==> src/map_decode_params.svh <==
// offsets, field positions, reset values and timing counts for the map/decode block
`ifndef MAP_DECODE_PARAMS_SVH
`define MAP_DECODE_PARAMS_SVH

`define CFG_PAGE_OFFSET 8'hE0
`define CFG_MAP_OFFSET 8'hC2
`define CFG_PMODE0_OFFSET 8'hB0
`define CFG_PMODE2_OFFSET 8'hB4

`define MAP_PERIPHERAL_IO_ENABLE_BIT 7
`define MAP_PRI_DATA_BIT 4
`define MAP_SEC_DATA_BIT 3
`define MAP_PRI_CODE_BIT 2
`define MAP_SEC_CODE_BIT 1
`define MAP_RAM_CODE_BIT 0
`define MAP_USED_MASK 8'h9F
`define MAP_RESET 8'h0C
`define PAGE_RESET 8'h00
`define PMODE0_TURBO_BIT 3
`define PMODE0_RESET 8'h08
`define PMODE2_RESET 8'h00
`define PMODE2_MASK 8'h1F

`define IDLE_TIME_NS 70
`define CLK_PERIOD_NS 50
// least time, rounded up to whole cycles
`define IDLE_CYCLES ((`IDLE_TIME_NS + `CLK_PERIOD_NS - 1) / `CLK_PERIOD_NS)

`endif

==> src/map_decode_pkg.sv <==
// types for the memory map, page register and decode block
package map_decode_pkg;

    typedef struct packed {
        logic [19:0] addr;
        logic        wide_addr;
        logic        rd;
        logic        wr;
        logic        fetch;
        logic [7:0]  wdata;
    } host_bus_t;

    typedef struct packed {
        logic [7:0] primary_sector_selects;
        logic [3:0] secondary_sector_selects;
        logic       ram_select;
        logic       config_select;
        logic       jtag_select;
        logic [1:0] periph_selects;
    } selects_t;

    // one sector window: match when (addr & mask) == (base & mask)
    typedef struct packed {
        logic [15:0] base;
        logic [15:0] mask;
    } window_t;

    typedef struct packed {
        logic [7:0] ports_a;
        logic [7:0] ports_b;
        logic [7:0] ports_c;
        logic [2:0] ports_d;
        logic [15:0] mcell_fb;
        logic       rdy_busy;
        logic       power_down_input;
    } array_misc_t;

endpackage

==> src/decode_array.sv <==
// combinational decode logic array with priority resolution
`include "map_decode_params.svh"

module decode_array
    import map_decode_pkg::*;
#(
    parameter int N_PRI = 8,
    parameter int N_SEC = 4
) (
    // decoded inputs
    input wire logic [15:0] pla_addr_i,
    input wire logic [7:0] page_bits_i,
    input wire logic [7:0] map_i,
    input wire logic rd_i,
    input wire logic fetch_i,
    input wire logic any_strobe_i,
    // window programming
    input wire map_decode_pkg::window_t [N_PRI*3-1:0] pri_win_i,
    input wire map_decode_pkg::window_t [N_SEC*3-1:0] sec_win_i,
    input wire map_decode_pkg::window_t [1:0] ram_win_i,
    input wire map_decode_pkg::window_t cfg_win_i,
    input wire map_decode_pkg::window_t jtag_win_i,
    input wire map_decode_pkg::window_t [1:0] periph_win_i,
    input wire logic [7:0] page_match_i,
    // results
    output map_decode_pkg::selects_t sel_o
);
    import map_decode_pkg::*;

    function automatic logic hit(input window_t w, input logic [15:0] a,
                                 input logic [7:0] pg, input logic [7:0] pm);
        hit = ((a & w.mask) == (w.base & w.mask)) && ((pg & pm) == pm);
    endfunction

    logic [N_PRI-1:0] pri_hit;
    logic [N_SEC-1:0] sec_hit;
    logic ram_hit;
    logic cfg_hit;
    logic [1:0] per_hit;
    logic high_hit;
    logic pri_ok;
    logic sec_ok;
    logic ram_ok;

    always_comb begin
        // up to three product terms per sector select
        for (int i = 0; i < N_PRI; i++) begin
            pri_hit[i] = hit(pri_win_i[3*i], pla_addr_i, page_bits_i, page_match_i)
                       | hit(pri_win_i[3*i+1], pla_addr_i, page_bits_i, page_match_i)
                       | hit(pri_win_i[3*i+2], pla_addr_i, page_bits_i, page_match_i);
        end
        for (int i = 0; i < N_SEC; i++) begin
            sec_hit[i] = hit(sec_win_i[3*i], pla_addr_i, page_bits_i, page_match_i)
                       | hit(sec_win_i[3*i+1], pla_addr_i, page_bits_i, page_match_i)
                       | hit(sec_win_i[3*i+2], pla_addr_i, page_bits_i, page_match_i);
        end
        ram_hit = hit(ram_win_i[0], pla_addr_i, page_bits_i, page_match_i)
                | hit(ram_win_i[1], pla_addr_i, page_bits_i, page_match_i);
        cfg_hit = hit(cfg_win_i, pla_addr_i, 8'h00, 8'h00);
        per_hit[0] = hit(periph_win_i[0], pla_addr_i, 8'h00, 8'h00) & map_i[`MAP_PERIPHERAL_IO_ENABLE_BIT];
        per_hit[1] = hit(periph_win_i[1], pla_addr_i, 8'h00, 8'h00) & map_i[`MAP_PERIPHERAL_IO_ENABLE_BIT];
        high_hit = ram_hit | cfg_hit | (|per_hit);
        // strobe gating by map bits
        pri_ok = (rd_i & map_i[`MAP_PRI_DATA_BIT]) | (fetch_i & map_i[`MAP_PRI_CODE_BIT]);
        sec_ok = (rd_i & map_i[`MAP_SEC_DATA_BIT]) | (fetch_i & map_i[`MAP_SEC_CODE_BIT]);
        ram_ok = rd_i | ~fetch_i | map_i[`MAP_RAM_CODE_BIT];
        sel_o.ram_select = ram_hit & ram_ok & any_strobe_i;
        sel_o.config_select = cfg_hit & any_strobe_i;
        sel_o.periph_selects = per_hit & {2{any_strobe_i}};
        sel_o.jtag_select = hit(jtag_win_i, pla_addr_i, 8'h00, 8'h00);
        // secondary over primary, ram/io/periph over both
        sel_o.secondary_sector_selects = (high_hit | ~sec_ok) ? '0 : sec_hit;
        sel_o.primary_sector_selects = (high_hit | ~pri_ok || ((|sec_hit) && sec_ok))
                                       ? '0 : pri_hit;
    end
endmodule

==> src/map_page_decode.sv <==
// memory map register, page register, power control and decode for the host bus
`include "map_decode_params.svh"

// What this block does
// - map bit 7 enables peripheral io mode
// - map bit 4 gates read access, primary
// - map bit 3 gates read access, secondary
// - map bit 2 gates fetch access, primary
// - map bit 1 gates fetch access, secondary
// - map bit 0 gates fetch access to sram
// - eight-bit page register extends address range
// - page register readable and writable on d7..d0
// - page register sits at config offset e0
// - page bits feed sector and sram decode
// - page bits also go to general logic
// - arrays idle after about 70ns unchanged
// - turbo bit clear allows automatic array standby
// - three bits block host strobes into arrays
// - seventy-three signal input bus to arrays
// - wide-address mode uses address bits 19..4
// - eight primary selects, three terms each
// - four secondary selects, three terms each
// - one sram select, one config select
// - jtag select enables test port
// - two peripheral selects for peripheral io mode
// - decode active right after reset, no setup
// - priority: ram/io over secondary over primary
// - sram enabled only while select high
module map_page_decode
    import map_decode_pkg::*;
#(
    parameter int N_PRI = 8,
    parameter int N_SEC = 4
) (
    // clock and reset
    input wire logic clk_sys_i,
    input wire logic rst_n_i,
    // host bus pins
    input wire map_decode_pkg::host_bus_t bus_i,
    output logic [7:0] rdata_o,
    output logic rdata_oe_o,
    // other array inputs from pins
    input wire map_decode_pkg::array_misc_t misc_i,
    // decode programming
    input wire map_decode_pkg::window_t [N_PRI*3-1:0] pri_win_i,
    input wire map_decode_pkg::window_t [N_SEC*3-1:0] sec_win_i,
    input wire map_decode_pkg::window_t [1:0] ram_win_i,
    input wire map_decode_pkg::window_t cfg_win_i,
    input wire map_decode_pkg::window_t jtag_win_i,
    input wire map_decode_pkg::window_t [1:0] periph_win_i,
    input wire logic [7:0] page_match_i,
    // selects and array feeds
    output map_decode_pkg::selects_t sel_o,
    output logic [7:0] page_bits_o,
    output logic [72:0] array_input_bus_o,
    output logic array_standby_o,
    output logic peripheral_io_enable_o
);
    import map_decode_pkg::*;

    localparam int IDLE_W = 8;
    localparam logic [IDLE_W-1:0] IDLE_CNT = IDLE_W'(`IDLE_CYCLES);

    typedef struct packed {
        host_bus_t bus_s1;
        array_misc_t misc_s1;
        host_bus_t bus_s2;
        array_misc_t misc_s2;
        logic [7:0] map_live;
        logic [7:0] map_pend;
        logic [7:0] page_live;
        logic [7:0] page_pend;
        logic [7:0] pmode0;
        logic [7:0] pmode2;
        logic [72:0] bus_prev;
        logic [IDLE_W-1:0] idle_cnt;
        logic standby;
        selects_t sel;
        logic [7:0] rdata;
        logic rdata_oe;
        logic [72:0] ibus;
    } state_t;

    state_t state_q;
    state_t state_d;

    selects_t dec_sel;
    logic [15:0] pla_addr;
    logic [2:0] ctl_gated;
    logic any_strobe;
    logic cfg_hit_now;
    logic [7:0] cfg_off;
    logic [72:0] ibus_now;

    function automatic logic [15:0] pla_address(input host_bus_t b);
        pla_address = b.wide_addr ? b.addr[19:4] : b.addr[15:0];
    endfunction

    // ----------------------------------------
    // array address and strobe gating
    // ----------------------------------------
    assign pla_addr = pla_address(state_q.bus_s2);
    // power mode reg2 bits 0..2 block wr, rd, fetch into arrays
    assign ctl_gated = {state_q.bus_s2.fetch & ~state_q.pmode2[2],
                        state_q.bus_s2.rd & ~state_q.pmode2[1],
                        state_q.bus_s2.wr & ~state_q.pmode2[0]};
    assign any_strobe = state_q.bus_s2.rd | state_q.bus_s2.wr | state_q.bus_s2.fetch;
    assign cfg_off = state_q.bus_s2.addr[7:0];

    // ----------------------------------------
    // decode array
    // ----------------------------------------
    decode_array #(
        .N_PRI(N_PRI),
        .N_SEC(N_SEC)
    ) u_decode (
        .pla_addr_i(pla_addr),
        .page_bits_i(state_q.page_live),
        .map_i(state_q.map_live),
        .rd_i(state_q.bus_s2.rd),
        .fetch_i(state_q.bus_s2.fetch),
        .any_strobe_i(any_strobe),
        .pri_win_i(pri_win_i),
        .sec_win_i(sec_win_i),
        .ram_win_i(ram_win_i),
        .cfg_win_i(cfg_win_i),
        .jtag_win_i(jtag_win_i),
        .periph_win_i(periph_win_i),
        .page_match_i(page_match_i),
        .sel_o(dec_sel)
    );
    assign cfg_hit_now = dec_sel.config_select;

    // ----------------------------------------
    // array input bus, 73 signals
    // ----------------------------------------
    assign ibus_now = {pla_addr, ctl_gated, ~rst_n_i, state_q.misc_s2.power_down_input,
                       state_q.misc_s2.ports_a, state_q.misc_s2.ports_b,
                       state_q.misc_s2.ports_c, state_q.misc_s2.ports_d,
                       state_q.page_live, state_q.misc_s2.mcell_fb,
                       state_q.misc_s2.rdy_busy};

    // ----------------------------------------
    // next state
    // ----------------------------------------
    always_comb begin
        state_d = state_q;
        state_d.bus_s1 = bus_i;
        state_d.misc_s1 = misc_i;
        state_d.bus_s2 = state_q.bus_s1;
        state_d.misc_s2 = state_q.misc_s1;
        // config space writes, map and page staged until the cycle ends
        if (cfg_hit_now && state_q.bus_s2.wr) begin
            if (cfg_off == `CFG_PAGE_OFFSET) begin
                state_d.page_pend = state_q.bus_s2.wdata;
            end else if (cfg_off == `CFG_MAP_OFFSET) begin
                state_d.map_pend = state_q.bus_s2.wdata & `MAP_USED_MASK;
            end else if (cfg_off == `CFG_PMODE0_OFFSET) begin
                state_d.pmode0 = state_q.bus_s2.wdata;
            end else if (cfg_off == `CFG_PMODE2_OFFSET) begin
                state_d.pmode2 = state_q.bus_s2.wdata & `PMODE2_MASK;
            end
        end
        // apply staged values only between strobes
        if (!any_strobe) begin
            state_d.map_live = state_q.map_pend;
            state_d.page_live = state_q.page_pend;
        end
        // config space reads
        state_d.rdata_oe = cfg_hit_now && state_q.bus_s2.rd;
        if (cfg_off == `CFG_PAGE_OFFSET) begin
            state_d.rdata = state_q.page_pend;
        end else if (cfg_off == `CFG_MAP_OFFSET) begin
            state_d.rdata = state_q.map_pend;
        end else if (cfg_off == `CFG_PMODE0_OFFSET) begin
            state_d.rdata = state_q.pmode0;
        end else if (cfg_off == `CFG_PMODE2_OFFSET) begin
            state_d.rdata = state_q.pmode2;
        end else begin
            state_d.rdata = 8'h00;
        end
        // standby: turbo off and inputs steady long enough
        state_d.bus_prev = ibus_now;
        if (ibus_now != state_q.bus_prev) begin
            state_d.idle_cnt = '0;
            state_d.standby = 1'b0;
        end else if (state_q.idle_cnt < IDLE_CNT) begin
            state_d.idle_cnt = state_q.idle_cnt + 1'b1;
        end else begin
            state_d.standby = ~state_q.pmode0[`PMODE0_TURBO_BIT];
        end
        state_d.sel = dec_sel;
        state_d.ibus = ibus_now;
    end

    // ----------------------------------------
    // registers
    // ----------------------------------------
    always_ff @(posedge clk_sys_i) begin
        if (!rst_n_i) begin
            state_q <= '0;
            state_q.map_live <= `MAP_RESET;
            state_q.map_pend <= `MAP_RESET;
            state_q.page_live <= `PAGE_RESET;
            state_q.page_pend <= `PAGE_RESET;
            state_q.pmode0 <= `PMODE0_RESET;
            state_q.pmode2 <= `PMODE2_RESET;
        end else begin
            state_q <= state_d;
        end
    end

    // ----------------------------------------
    // outputs
    // ----------------------------------------
    assign rdata_o = state_q.rdata;
    assign rdata_oe_o = state_q.rdata_oe;
    assign sel_o = state_q.sel;
    assign page_bits_o = state_q.page_live;
    assign array_input_bus_o = state_q.ibus;
    assign array_standby_o = state_q.standby;
    assign peripheral_io_enable_o = state_q.map_live[`MAP_PERIPHERAL_IO_ENABLE_BIT];
endmodule

==> config.mk <==
export PLATFORM = sky130hd
export DESIGN_NAME = map_page_decode
export DESIGN_NICKNAME = d
export VERILOG_FILES = /design/src/map_decode_pkg.sv /design/src/decode_array.sv /design/src/map_page_decode.sv
export VERILOG_INCLUDE_DIRS = /design/src /design/src/src
export SDC_FILE = /design/constraint.sdc
export NUM_CORES = 1
export LEC_CHECK = 0
export ABC_AREA = 0
export BUFFER_PORTS_ARGS = -buffer_cell sky130_fd_sc_hd__buf_4
export CORE_AREA = 2 2 609 611
export DETAILED_ROUTE_END_ITERATION = 10
export DIE_AREA = 0 0 611 613
export HOLD_SLACK_MARGIN = 0.12
export PLACE_DENSITY_LB_ADDON = 0.2
export SYNTH_ARGS = -nofsm -noshare
export SYNTH_HDL_FRONTEND = slang
export SYNTH_SLANG_ARGS = --single-unit
==> constraint.sdc <==
create_clock -name clk_sys_i -period 2.7 [get_ports clk_sys_i]
set_input_delay 0.81 -clock clk_sys_i [delete_from_list [all_inputs] [get_ports clk_sys_i]]
set_output_delay 0.81 -clock clk_sys_i [all_outputs]
set_load 0.005 [all_outputs]
Word level (Yosys, flattened, before mapping):

Cells that the tools add are included.

* input bits: 1431
* logic and storage cells: 293
* output and inout bits: 109
* register bits: 303

* equal/unequal tests: 48
* add/subtract/negate cells: 1
* bitwise operators: 144
* reductions and logical operators: 51
* magnitude comparators: 1
* mux-type cells: 5

Operators with widths (number)
* $and A16 B16 Y16: 84
* $eq A16 B16 Y1: 42
* $ne A73 B73 Y1: 1
* $logic_and A1 B1 Y1: 41
* $or A1 B1 Y1: 35
* $eq A8 B8 Y1 const B: 4
* $mux W8: 3
* $mux W16: 1
* $and A1 B1 Y1: 12
* $not A1 Y1: 11
* $add A8 B1 Y8 const B: 1
* $and A8 B8 Y8: 1
* $eq A8 B8 Y1: 1
* $lt A8 B2 Y1 const B: 1
* $reduce_or A2 Y1: 4
* $mux W5: 1
* $reduce_and A5 Y1: 1
* $reduce_and A4 Y1: 1
* $reduce_or A4 Y1: 1
* $reduce_and A3 Y1: 1
* $and A2 B2 Y2: 1
* $reduce_and A2 Y1: 1
* $logic_or A1 B1 Y1: 1

Logic depth before layout (Yosys ltp):

Gate-level depths: netlist (run 1).

* depth after elaboration: 10
* gate-level depth with buffers: 12
* gate-level depth less buffers: 8

Cells and area by module:

Synthesis (run 1) repeated with hierarchy kept, for this count alone.

* cells, all modules: 2249
* area total of the unflattened synthesis: 20793.7 um^2

Modules (own cells, without submodules)
* map_page_decode: area each 10754.1 um^2, instances 1, seq. area each 6065.8 um^2, cells each 1000
* decode_array: area each 10039.6 um^2, instances 1, seq. area each 0.0 um^2, cells each 1249

Worst setup path after synthesis (run 1):

OpenSTA, ideal clock, no wires.

* kind: register to register
* start point: register state_q[285] (netlist bit)
* end point: register state_q, in the netlist sel_o[10]
* setup slack: 0.165 ns
* cell stages (with the launch flop): 13
* arrival time: 2.443 ns
* clock period less this slack: 2.535 ns
* library setup time: 0.092 ns
* path buffers: 4
* cell sequence: dfxtp_1 -> buf_6 -> buf_12 -> mux2i_4 -> buf_6 -> buf_8 -> xnor2_1 -> a22oi_1 -> nand4_1 -> nor2_1 -> o21ai_1 -> nand4_2 -> a311oi_1

* longest elaborated chain between the ends: 10
* elaborated cells on any way between the ends: 79
* those cells by class: eq/ne (20); mux (1); bitwise (36); reduce/logical (22)

Ends and longest elaborated chain
* start: declaration: line map_page_decode.sv:84 `state_t state_q;`
* start signal: assignment: line map_page_decode.sv:209 `state_q <= state_d;`
* $mux W16 (*): line map_page_decode.sv:96 `pla_address = b.wide_addr ? b.addr[19:4] : b.addr[15:0];`
* $and A16 B16 Y16: line decode_array.sv:32 `hit = ((a & w.mask) == (w.base & w.mask)) && ((pg & pm) == pm);`
* $eq A16 B16 Y1: line decode_array.sv:32
* $logic_and A1 B1 Y1: line decode_array.sv:32
* $or A1 B1 Y1, on equally long branches: line decode_array.sv:58, decode_array.sv:54
* $or A1 B1 Y1, on equally long branches: line decode_array.sv:62, decode_array.sv:55
* $or A1 B1 Y1 / $reduce_or A4 Y1 (equally long branches): line decode_array.sv:62, decode_array.sv:73
* $or A1 B1 Y1 / $logic_and A1 B1 Y1 (equally long branches): line decode_array.sv:73 `sel_o.primary_sector_selects = (high_hit | ~pri_ok || ((|sec_hit) && sec_ok))`
* $logic_or A1 B1 Y1: line decode_array.sv:73
* $reduce_or A2 Y1 (no source line)

Mark *: on every way between the ends. The rest lies on a longest branch, timed or not.
A chain may end at the register's enable or synchronous reset.

Worst setup path in the final report (run 1):

* start point: register state_q[285] (netlist bit)
* end point: register state_q, in the netlist sel_o[15]

Same word-level chain as after synthesis.

==> results of run 1 <==
[cell usage in the layout, fill, tap and decap left out, types with 18 or more instances in the layout]
cell	count
xnor2_1	664
xor2_1	40
nand4_1	70
diode_2	18
nand2_1	44
dfxtp_1	295
a21oi_1	19
buf_4	1814
a221oi_2	25
clkbuf_16	48
and2_1	205
mux2i_1	27
inv_1	26
buf_12	81
a22o_1	92
buf_6	54
xnor2_2	20
a22oi_1	146
nor2_1	64
a221oi_1	64
[registers in the layout, indices dropped and copies added, names as in the netlist, 8 cells and up]
register and count:
state_d 77, array_input_bus_o 73, state_q 64, ibus_now 45, sel_o 17, cfg_off 8, page_bits_o 8, rdata_o 8
[how the worst max path moves through the flow]
stage	start	to	slack, ns	cells after the start
after floorplan	state_q[285]	sel_o[10]	0.17	12
after global placement	state_q[285]	sel_o[14]	-2.41	9
after detailed placement	state_q[285]	sel_o[15]	-1.43	12
after CTS	state_q[285]	sel_o[15]	-0.95	12
after global routing	state_q[285]	sel_o[15]	-0.83	12
final	state_q[285]	sel_o[15]	-0.73	12
[routing by layer]
| layer | wire (um) | vias up |
|---|---|---|
| met4 | 5400 | 40 |
| met1 | 96800 | 11900 |
| met3 | 15200 | 256 |
| met2 | 132000 | 1070 |
| met5 | 264 | - |
| li1 | - | 11200 |
[metrics by stage]
step	TNS [ns]	instance area [um2]	util (%)	power, W
after floorplan	0	20400	-	0.00658
after global placement	-33.81	39900	10.9	0.0103
after detailed placement	-32.08	39900	10.9	0.0103
after CTS	-20.14	43500	11.8	0.0173
after global routing	-25.36	44200	12.0	0.0178
final	-16.43	44200	12.0	0.0168
[power by group]
part           total (W)  leakage, nW  internal (W)  switching (W)
Combinational    0.00583         14.9       0.00319        0.00264
Clock            0.00628        0.756       0.00370        0.00258
Sequential       0.00470         2.48       0.00461      0.0000889
[area by class of cell]
cell class	instances	share of cell area, %
Timing Repair Buffer	1984	37.6
Inverter	27	0.229
Clock buffer	61	2.94
Sequential cell	303	13.7
Antenna cell	18	0.102
Clock inverter	20	0.589
Multi-Input combinational cell	1623	31.1
Tap cell	4837	13.7
[repair_timing]
item,4_1_cts,5_1_grt
pin swaps,65,45
resized for setup,203,60
cloned,6,1
setup endpoints to repair,61,57
setup buffers,99,49
[worst max-delay path, cell delays in order (launching register included)]
cell and delay [ns]:
dfxtp_4 0.36, buf_12 0.14, buf_6 0.11, mux2i_4 0.19
buf_6 0.17, buf_12 0.14, buf_16 0.15, xnor2_2 0.15
a22o_1 0.24, a221oi_4 0.32, buf_6 0.22, nand4_1 0.58
a311oi_1 0.45
[cells by family after synthesis]
logic type                 Yosys count  synth area share [%]
AOI/OAI and AO/OA                  403                  15.8
adders and majority gates            1                0.0612
other                                1                0.0184
muxes                               43                  3.00
DFF                                303                  29.7
and+or+nand+nor                    442                  12.2
xor gates and xnor gates           732                  31.5
buffers and inverters              238                  7.74
==> reports/qor.txt, run 1 <==
WL/cell - 28.2 um
fin crit share - 127%
Layout area overhead - 116%
Max FO, Critical Path - 6
Remaining DRCs - 0
syn nets - 3595
Final Skew - 0.0506 ns
internal reg-to-reg setup slack - -0.73 ns
Seq/Total Area, Yosys - 29.7%
Syn Area/Cell - 9.45 um2
most frequent cell after synthesis - xnor2_1
launching point of the worst reg2reg path - state_q[285]
pre-CTS setup slack - -1.43 ns
CP Capture Type - register
GR Util met2 - 23.9%
EDFF count, synth - 0
antenna violations before repair - 102
failing checks - negative setup slack
Ports - 1540
Root Driver - clkbuf_16
worst hold path type - in2reg
post-route insts no fill - 8873
Hold Violations, Final - 0
final net count - 5417
CP Launch Type - register
WHS Endpoint - state_d[297]
clock latency on the worst-skew pair - 0.67 ns
die area - 0.375 mm2
CTS clk-pin slew, worst paths - 0.06 ns
placed instance count - 8630
area taken by multi-input logic gates - 0.0138 mm2
hold_sp - bus_i[23]
FF-to-FF End - sel_o[15]
IO Port Bufs - 1539
Via Count - 24400
Initial Util - 5.56%
Worst R2R Path Depth - 12
top post-synthesis cells by count - xnor2_1 (689), dfxtp_1 (303), and2_1 (205)
TritonCTS clock tree - built
Synth area leaders - dfxtp_1 (30%), xnor2_1 (30%), and2_1 (6.3%)
Syn Inst Count - 2163
register area - 0.00608 mm2
Peak VDD IR - 0.419 mV
GRT Total Usage - 12.7%
Syn Std Cell Area - 0.0204 mm2
Slew HR - 38.6%
Pre-Repair DR Iteration Count - 5
clk sinks - 303
FMAX - 292 MHz
Power Density - 380 mW/mm2
GPL Wtd Cong - 0.895
GRT Residual Overflow - 0
clock buffer count from CTS - 46
met1 Use GR - 14.3%
cts hold-fix bufs - 0
Synth top area share - 29.7%
LEAKAGE - 18.1 nW
routing usage on met3 - 3.05%
worst path arrival time - 3.96 ns
Tmin final - 3.43 ns
setup repair after global routing missed its margin - true
critical path class - reg2reg
Most Crowded Layer GR - met2
Finish-stage setup viols - 52
yosys warns - 0
max-slew violation count - 0
largest net degree at the start of global routing - 149
Post-synth top flop - dfxtp_1
Critical Path RT - 3.23 ns
Yosys cell types - 54
Hold WS - 0.352 ns
share of cells above drive strength 1 - 54.9%
Max Cap Viol - 0
filler instances - 42400
status - finished with violations
Routed Antenna Nets - 0
worst hold stages - 2
post-synthesis cell type with the largest combined area - dfxtp_1
final setup margin - -0.729 ns
H-tree depth - 2
async set-reset flop share out of synthesis - 0%
clk buf depth - 3
Slew @ Worst Pin - 0.921 ns
Final Routed Wirelength - 250000 um
#FFs+latches synth - 303
Die H - 613 um
DR vias/cell - 2.75
core area - 0.368 mm2
Cell Rows - 223
Initial DRC Count - 1275
vias in the first global route - 26000
Post-DP HPWL - 216000 um
die width - 611 um
first-pass GRT wire length - 301000 um
No activity file was read; power rests on OpenSTA's default activity.
==> run 2, diff against run 1 <==
--- a/config.mk
+++ b/config.mk
@@ -8,11 +8,14 @@
 export LEC_CHECK = 0
 export ABC_AREA = 0
 export BUFFER_PORTS_ARGS = -buffer_cell sky130_fd_sc_hd__buf_4
-export CORE_AREA = 2 2 609 611
+export CORE_AREA = 2 2 601 603
+export CTS_BUF_LIST = sky130_fd_sc_hd__clkbuf_4
 export DETAILED_ROUTE_END_ITERATION = 10
-export DIE_AREA = 0 0 611 613
+export DIE_AREA = 0 0 603 605
+export GPL_ROUTABILITY_DRIVEN = 0
 export HOLD_SLACK_MARGIN = 0.12
 export PLACE_DENSITY_LB_ADDON = 0.2
+export SETUP_SLACK_MARGIN = 0.2
 export SYNTH_ARGS = -nofsm -noshare
 export SYNTH_HDL_FRONTEND = slang
 export SYNTH_SLANG_ARGS = --single-unit
==> run 2 against run 1 <==
Net effect:
- the run still ends with negative setup slack left
- worst hold slack got worse by 0.031 ns
- flip-flop and latch count did not move
- register-to-register slack about the same
- highest routed layer unchanged
- wire length decreased by 4.1%
- critical path depth rose by 4
- clock power down 21%
- clock-buffer cell count grew 66
- critical endpoint is now sel_o[12]
==> reports/qor.txt, run 2 (synthesis results as in run 1) <==
most frequent cells in the layout - buf_4 (1740), xnor2_1 (672), dfxtp_1 (223), and2_1 (205), a22oi_1 (141) (was buf_4 (1814), xnor2_1 (664), dfxtp_1 (295), and2_1 (205), a22oi_1 (146))
setup repair after global routing missed its margin - true (unchanged)
die area - 0.365 mm2 (was 0.375 mm2)
Finish-stage setup viols - 52 (unchanged)
CP startpoint - state_q[285] (unchanged)
final setup margin - -0.717 ns (was -0.729 ns)
Largest register FFs - 77 (unchanged)
clk buf depth - 3 (unchanged)
Remaining DRCs - 0 (unchanged)
Peak VDD IR - 0.238 mV (was 0.419 mV)
CTS clk-pin slew, worst paths - 0.06 ns (about the same)
filler instances - 41200 (was 42400)
largest net degree at the start of global routing - 107 (was 149)
Hold WS - 0.322 ns (was 0.352 ns)
CP Capture Type - register (unchanged)
clock latency on the worst-skew pair - 1.05 ns (was 0.67 ns)
Routed Antenna Nets - 0 (unchanged)
TritonCTS clock tree - built (unchanged)
crit path max-delay cell type - dfxtp_4 (was nand4_1)
Initial DRC Count - 1493 (was 1275)
Final Skew - 0.106 ns (was 0.0506 ns)
PnR Total Power - 0.0154 W (was 0.0168 W)
commonest non-fill, non-tap cell in the layout - buf_4 (unchanged)
core area - 0.358 mm2 (was 0.368 mm2)
clk sinks - 303 (unchanged)
first-pass GRT wire length - 295000 um (was 301000 um)
max-slew violation count - 0 (unchanged)
Die H - 605 um (was 613 um)
worst path arrival time - 4.33 ns (was 3.96 ns)
hold_sp - pri_win_i[323] (was bus_i[23])
Final Routed Wirelength - 240000 um (was 250000 um)
IO Port Bufs - 1539 (unchanged)
share of cells above drive strength 1 - 54.9% (about the same)
FMAX - 293 MHz (was 292 MHz)
status - finished with violations (unchanged)
Crit path largest cell delay - 0.35 ns (was 0.58 ns)
LEAKAGE - 18.7 nW (was 18.1 nW)
Root Driver - clkbuf_4 (was clkbuf_16)
crit-path cells - buf_12 > buf_12 > mux2i_4 > buf_12 > buf_12 > buf_12 > buf_4 > xnor2_1 > a22oi_1 > nand4_1 > nor2_1 > o31ai_4 > buf_12 > a41oi_4 > buf_12 > a311oi_2 (was buf_12 > buf_6 > mux2i_4 > buf_6 > buf_12 > buf_16 > xnor2_2 > a22o_1 > a221oi_4 > buf_6 > nand4_1 > a311oi_1)
Tmin final - 3.42 ns (was 3.43 ns)
final instance area - 0.0455 mm2 (was 0.0442 mm2)
vias in the first global route - 27100 (was 26000)
antenna violations before repair - 106 (was 102)
Max FO, Critical Path - 8 (was 6)
Hold Violations, Final - 0 (unchanged)
critical path class - reg2reg (unchanged)
failing checks - negative setup slack (unchanged)
register area - 0.00620 mm2 (was 0.00608 mm2)
Initial Util - 5.71% (was 5.56%)
worst hold path type - in2reg (unchanged)
launching point of the worst reg2reg path - state_q[285] (unchanged)
fin crit share - 127% (about the same)
GRT Total Usage - 12.6% (was 12.7%)
Layout area overhead - 123% (was 116%)
Slew HR - 38.9% (was 38.6%)
Slew @ Worst Pin - 0.910 ns (was 0.921 ns)
die width - 603 um (was 611 um)
Critical Path RT - 3.61 ns (was 3.23 ns)
Ports - 1540 (unchanged)
Pre-Repair DR Iteration Count - 5 (unchanged)
clock buffer count from CTS - 100 (was 46)
H-tree depth - 3 (was 2)
Area after DPL - 0.0395 mm2 (was 0.0399 mm2)
Post-DP HPWL - 204000 um (was 216000 um)
final net count - 5603 (was 5417)
GRT Residual Overflow - 0 (unchanged)
setup_tns - -17.61 ns (was -16.43 ns)
Power Density - 340 mW/mm2 (was 380 mW/mm2)
WP buf/inv - 8 (was 6)
CP Launch Type - register (unchanged)
area taken by multi-input logic gates - 0.0136 mm2 (was 0.0138 mm2)
WL/cell - 26.5 um (was 28.2 um)
DR vias/cell - 2.84 (was 2.75)
Crit path max-delay family - buffers and inverters (was compound AO/OA/AOI/OAI gates)
Via Count - 25600 (was 24400)
Max Cap Viol - 0 (unchanged)
Cell Rows - 220 (was 223)
Most common cell on crit path - buf_12 (was buf_6)
==> run 2: worst register-to-register path, stage by stage, from the launching register on <==
cell and delay [ns]:
dfxtp_4 0.35, buf_12 0.15, buf_12 0.14, mux2i_4 0.19, buf_12 0.16, buf_12 0.15
buf_12 0.15, buf_4 0.20, xnor2_1 0.36, a22oi_1 0.19, nand4_1 0.18, nor2_1 0.10
o31ai_4 0.26, buf_12 0.17, a41oi_4 0.17, buf_12 0.20, a311oi_2 0.27
==> run 2: stage by stage <==
step,instances,utilization [%],worst slack [ns]
5_1_grt,9022,12.7,-0.839
3_3_place_gp,8523,11.0,-1.88
2_1_floorplan,2163,-,0.194
6_report,9030,12.7,-0.717
4_1_cts,8973,12.5,-1.00
3_5_place_dp,8523,11.0,-1.84
==> run 2: per-layer routing <==
metal	GRT usage (%)	up-vias	wire [um]
met4	2.68	42	5220
met3	3.52	318	17600
met1	14.3	12400	93200
li1	-	11600	-
met5	0	-	287
met2	23.0	1271	123000
==> run 2: final cells by class <==
class / instances / area share [%]
multi-input combinational: 1623 / 29.9
sequential: 303 / 13.6
timing repair buffer: 2116 / 40.3
antenna: 28 / 0.154
inverter: 27 / 0.223
clock inverter: 33 / 0.591
tap: 4773 / 13.1
clock buffer: 127 / 2.10
==> run 2: where the power goes <==
part | switching, W | total [W] | internal, W
combinational | 0.00256 | 0.00580 | 0.00323
sequential | 0.0000849 | 0.00469 | 0.00460
clock | 0.00246 | 0.00497 | 0.00250
total | 0.00511 | 0.0154 | 0.0103
==> run 2: timing repair <==
action / 4_1_cts / 5_1_grt
endpoints found under the hold margin: 83 / 0
pin swaps: 41 / 42
gates cloned: 4 / 1
setup endpoints to repair: 135 / 80
buffers inserted: 148 / 28
hold buffers: 138 / 0
resized for setup: 365 / 54
==> run 2: path summary, 6_finish.rpt <==
| path | cells after the start | slack [ns] | end |
|---|---|---|---|
| worst min-delay path | 5 | 0.32 | sel_o[12] |
| worst min register to register | 1 | 0.36 | ibus_now[41] |
| worst max-delay path | 16 | -0.72 | sel_o[12] |
| worst max register to register | 16 | -0.72 | sel_o[12] |
==> run 3, diff against run 2 <==
--- a/config.mk
+++ b/config.mk
@@ -8,14 +8,15 @@
 export LEC_CHECK = 0
 export ABC_AREA = 0
 export BUFFER_PORTS_ARGS = -buffer_cell sky130_fd_sc_hd__buf_4
-export CORE_AREA = 2 2 601 603
+export CORE_AREA = 2 2 606 608
 export CTS_BUF_LIST = sky130_fd_sc_hd__clkbuf_4
 export DETAILED_ROUTE_END_ITERATION = 10
-export DIE_AREA = 0 0 603 605
+export DIE_AREA = 0 0 608 610
 export GPL_ROUTABILITY_DRIVEN = 0
 export HOLD_SLACK_MARGIN = 0.12
 export PLACE_DENSITY_LB_ADDON = 0.2
 export SETUP_SLACK_MARGIN = 0.2
 export SYNTH_ARGS = -nofsm -noshare
 export SYNTH_HDL_FRONTEND = slang
+export SYNTH_HIERARCHICAL = 1
 export SYNTH_SLANG_ARGS = --single-unit
==> run 3 against run 2 <==
Net effect:
- the run still ends with negative setup slack left
- total power fell by 3.2%
- global-route usage shrank 0.38 points
- synthesized cell count is 4.0% higher
- area after synthesis rose by 1.8%
- clock skew increased by 0.0045 ns
- wire length decreased by 1.9%
==> reports/qor.txt, run 3 <==
LEAKAGE - 20.2 nW (was 18.7 nW)
EDFF count, synth - 0 (unchanged)
Root Driver - clkbuf_4 (unchanged)
Comb power frac - 36.5% (was 37.5%)
Post-synth top flop - dfxtp_1 (unchanged)
clock latency on the worst-skew pair - 1.02 ns (was 1.05 ns)
setup_tns - -26.31 ns (was -17.61 ns)
most frequent cells in the layout - buf_4 (1782), xor2_1 (672), a22oi_1 (274), and2_1 (231), dfxtp_1 (229) (was buf_4 (1740), xnor2_1 (672), dfxtp_1 (223), and2_1 (205), a22oi_1 (141))
clock network fraction of total power - 32.2% (was 32.1%)
clk sinks - 303 (unchanged)
crit-path cells - buf_12 > mux2_8 > buf_6 > xor2_1 > a22oi_1 > nand4_1 > o22ai_4 > buf_12 > nor2_4 > a41oi_4 > buf_12 > nor4_2 > and2_1 (was buf_12 > buf_12 > mux2i_4 > buf_12 > buf_12 > buf_12 > buf_4 > xnor2_1 > a22oi_1 > nand4_1 > nor2_1 > o31ai_4 > buf_12 > a41oi_4 > buf_12 > a311oi_2)
Final Skew - 0.110 ns (was 0.106 ns)
Max Cap Viol - 0 (unchanged)
Die H - 610 um (was 605 um)
post-synthesis cell type with the largest combined area - dfxtp_1 (unchanged)
Hold WS - 0.387 ns (was 0.322 ns)
H-tree depth - 3 (unchanged)
launching point of the worst reg2reg path - state_q[285] (unchanged)
vias in the first global route - 27800 (was 27100)
Syn Inst Count - 2249 (was 2163)
Post-DP HPWL - 212000 um (was 204000 um)
failing checks - negative setup slack (unchanged)
final net count - 5602 (was 5603)
FMAX - 287 MHz (was 293 MHz)
die area - 0.371 mm2 (was 0.365 mm2)
yosys warns - 6 (was 0)
max-slew violation count - 0 (unchanged)
Cell Rows - 222 (was 220)
critical path class - reg2reg (unchanged)
final core utilization - 12.2% (was 12.7%)
setup repair after global routing missed its margin - true (unchanged)
Crit path max-delay family - compound AO/OA/AOI/OAI gates (was buffers and inverters)
Power Density - 336 mW/mm2 (was 340 mW/mm2)
largest net degree at the start of global routing - 111 (was 107)
CP Capture Type - register (unchanged)
worst hold path type - reg2reg (was in2reg)
Via Count - 25300 (was 25600)
Worst R2R Path Depth - 13 (was 16)
Peak VDD IR - 0.250 mV (was 0.238 mV)
Final Routed Wirelength - 235000 um (was 240000 um)
crit path max-delay cell type - nand4_1 (was dfxtp_4)
async set-reset flop share out of synthesis - 0% (unchanged)
commonest non-fill, non-tap cell in the layout - buf_4 (unchanged)
TritonCTS clock tree - built (unchanged)
WHS Endpoint - cfg_off[0] (was sel_o[12])
Initial DRC Count - 1359 (was 1493)
die width - 608 um (was 603 um)
fin crit share - 129% (was 127%)
share of cells above drive strength 1 - 54.4% (was 54.9%)
WL/cell - 25.8 um (was 26.5 um)
first-pass GRT wire length - 294000 um (was 295000 um)
worst path arrival time - 4.39 ns (was 4.33 ns)
pre-CTS setup slack - -1.61 ns (was -1.84 ns)
final setup margin - -0.790 ns (was -0.717 ns)
hold_sp - state_d[286] (was pri_win_i[323])
status - finished with violations (unchanged)
syn nets - 3681 (was 3595)
internal reg-to-reg setup slack - -0.79 ns (was -0.72 ns)
FF-to-FF End - sel_o[10] (was sel_o[12])
Syn Std Cell Area - 0.0208 mm2 (was 0.0204 mm2)
Slew @ Worst Pin - 0.753 ns (was 0.910 ns)
DR vias/cell - 2.79 (was 2.84)
Most common cell on crit path - buf_12 (unchanged)
Max FO, Critical Path - 8 (unchanged)
#FFs+latches synth - 303 (unchanged)
Yosys cell types - 55 (was 54)
Synth top area share - 29.2% (was 29.7%)
Synth area leaders - dfxtp_1 (29%), xor2_1 (29%), a22oi_1 (11%) (was dfxtp_1 (30%), xnor2_1 (30%), and2_1 (6.3%))
core area - 0.364 mm2 (was 0.358 mm2)
Layout area overhead - 114% (was 123%)
Critical Path RT - 3.60 ns (was 3.61 ns)
Largest register FFs - 77 (unchanged)
register share of total power - 31.3% (was 30.3%)
clk buf depth - 3 (unchanged)
IO Port Bufs - 1539 (unchanged)
Routed Antenna Nets - 0 (unchanged)
Tmin final - 3.49 ns (was 3.42 ns)
Finish-stage setup viols - 45 (was 52)
Seq/Total Area, Yosys - 29.2% (was 29.7%)
Hold Violations, Final - 0 (unchanged)
Switching Share - 33.9% (was 33.1%)
CTS clk-pin slew, worst paths - 0.06 ns (about the same)
CP Launch Type - register (unchanged)
Crit path largest cell delay - 0.51 ns (was 0.35 ns)
Pre-Repair DR Iteration Count - 5 (unchanged)
top post-synthesis cells by count - xor2_1 (678), dfxtp_1 (303), a22oi_1 (297) (was xnor2_1 (689), dfxtp_1 (303), and2_1 (205))
clock buffer count from CTS - 99 (was 100)
Sw Pwr - 0.00507 W (was 0.00511 W)
CP startpoint - state_q[285] (unchanged)
Syn Area/Cell - 9.25 um2 (was 9.45 um2)
Initial Util - 5.71% (about the same)
Pint - 0.00988 W (was 0.0103 W)
GRT Residual Overflow - 0 (unchanged)
WP buf/inv - 4 (was 8)
Slew HR - 49.8% (was 38.9%)
worst hold stages - 1 (was 5)
most frequent cell after synthesis - xor2_1 (was xnor2_1)
Remaining DRCs - 0 (unchanged)
Ports - 1540 (unchanged)
antenna violations before repair - 104 (was 106)
GRT Total Usage - 12.2% (was 12.6%)
-- run 3: cell count changes in the layout (fill, tap and decap cells not counted), sizes merged, moves of 29 or more --
cell,previous run,this run
a221oi,98,20
dlygate4sd3,138,82
a22oi,155,297
a22o,93,22
and2,205,234
xnor2,690,63
xor2,42,678
-- run 3: worst max-delay path by stage --
stage	to	slack [ns]	cells past startpoint
after floorplan	state_q[185]	-0.12	15
after global placement	sel_o[14]	-1.61	12
after detailed placement	sel_o[14]	-1.61	12
after CTS	sel_o[10]	-0.84	17
after global routing	sel_o[13]	-0.92	17
final	sel_o[10]	-0.79	13
-- run 3: stage by stage --
| step | cells | area, um2 | total power (W) |
|---|---|---|---|
| floorplan | 2249 | 20900 | 0.00636 |
| global placement | 8700 | 40100 | 0.0100 |
| detailed placement | 8700 | 40100 | 0.0100 |
| CTS | 9045 | 44100 | 0.0154 |
| global route | 9081 | 44500 | 0.0159 |
| finish | 9095 | 44500 | 0.0150 |
-- run 3: layout make-up --
class / instances / area [um2]
repair buffers: 2046 / 17100
inverters: 36 / 209
clock inverters: 29 / 165
flip-flops and latches: 303 / 6210
diodes: 39 / 97.6
multi-input cells: 1684 / 13600
well taps: 4816 / 6030
clock buffers: 142 / 1070
fillers: 42100 / 320000
-- run 3: cells by family (layout without fill, tap and decap cells) --
logic type / after synthesis / in the layout / share of synthesized area [%]
AOI/OAI and AO/OA: 398 / 398 / 14.4
xor gates and xnor gates: 741 / 741 / 31.2
adders and majority gates: 1 / 1 / 0.0602
buffers and inverters: 262 / 2253 / 8.57
DFF: 303 / 303 / 29.2
muxes: 45 / 45 / 2.28
other: 1 / 40 / 0.0180
and+or+nand+nor: 498 / 498 / 14.3
-- run 3: what timing repair did --
| action | in CTS | in global routing |
|---|---|---|
| cloned | 3 | 0 |
| gates resized for setup | 315 | 34 |
| setup buffers | 89 | 11 |
| endpoints found under the hold margin | 86 | 0 |
| hold buffers | 82 | 0 |
| setup endpoints to repair | 129 | 63 |
| pin swaps | 52 | 27 |
-- run 3: power by group through the flow --
stage,combinational (W),clock [W],sequential [W]
final,0.00546,0.00481,0.00468
after detailed placement,0.00522,0,0.00480
after floorplan,0.00160,0,0.00476
after global placement,0.00524,0,0.00480
after global routing,0.00584,0.00538,0.00469
after CTS,0.00557,0.00519,0.00468
-- run 3: metal layers --
layer / wire length (um) / up-vias / global-route usage [%]
met5: 365 / - / 0
met4: 5460 / 54 / 2.94
met3: 14700 / 300 / 2.82
met2: 120000 / 1130 / 22.2
met1: 94400 / 12200 / 14.2
li1: - / 11600 / -
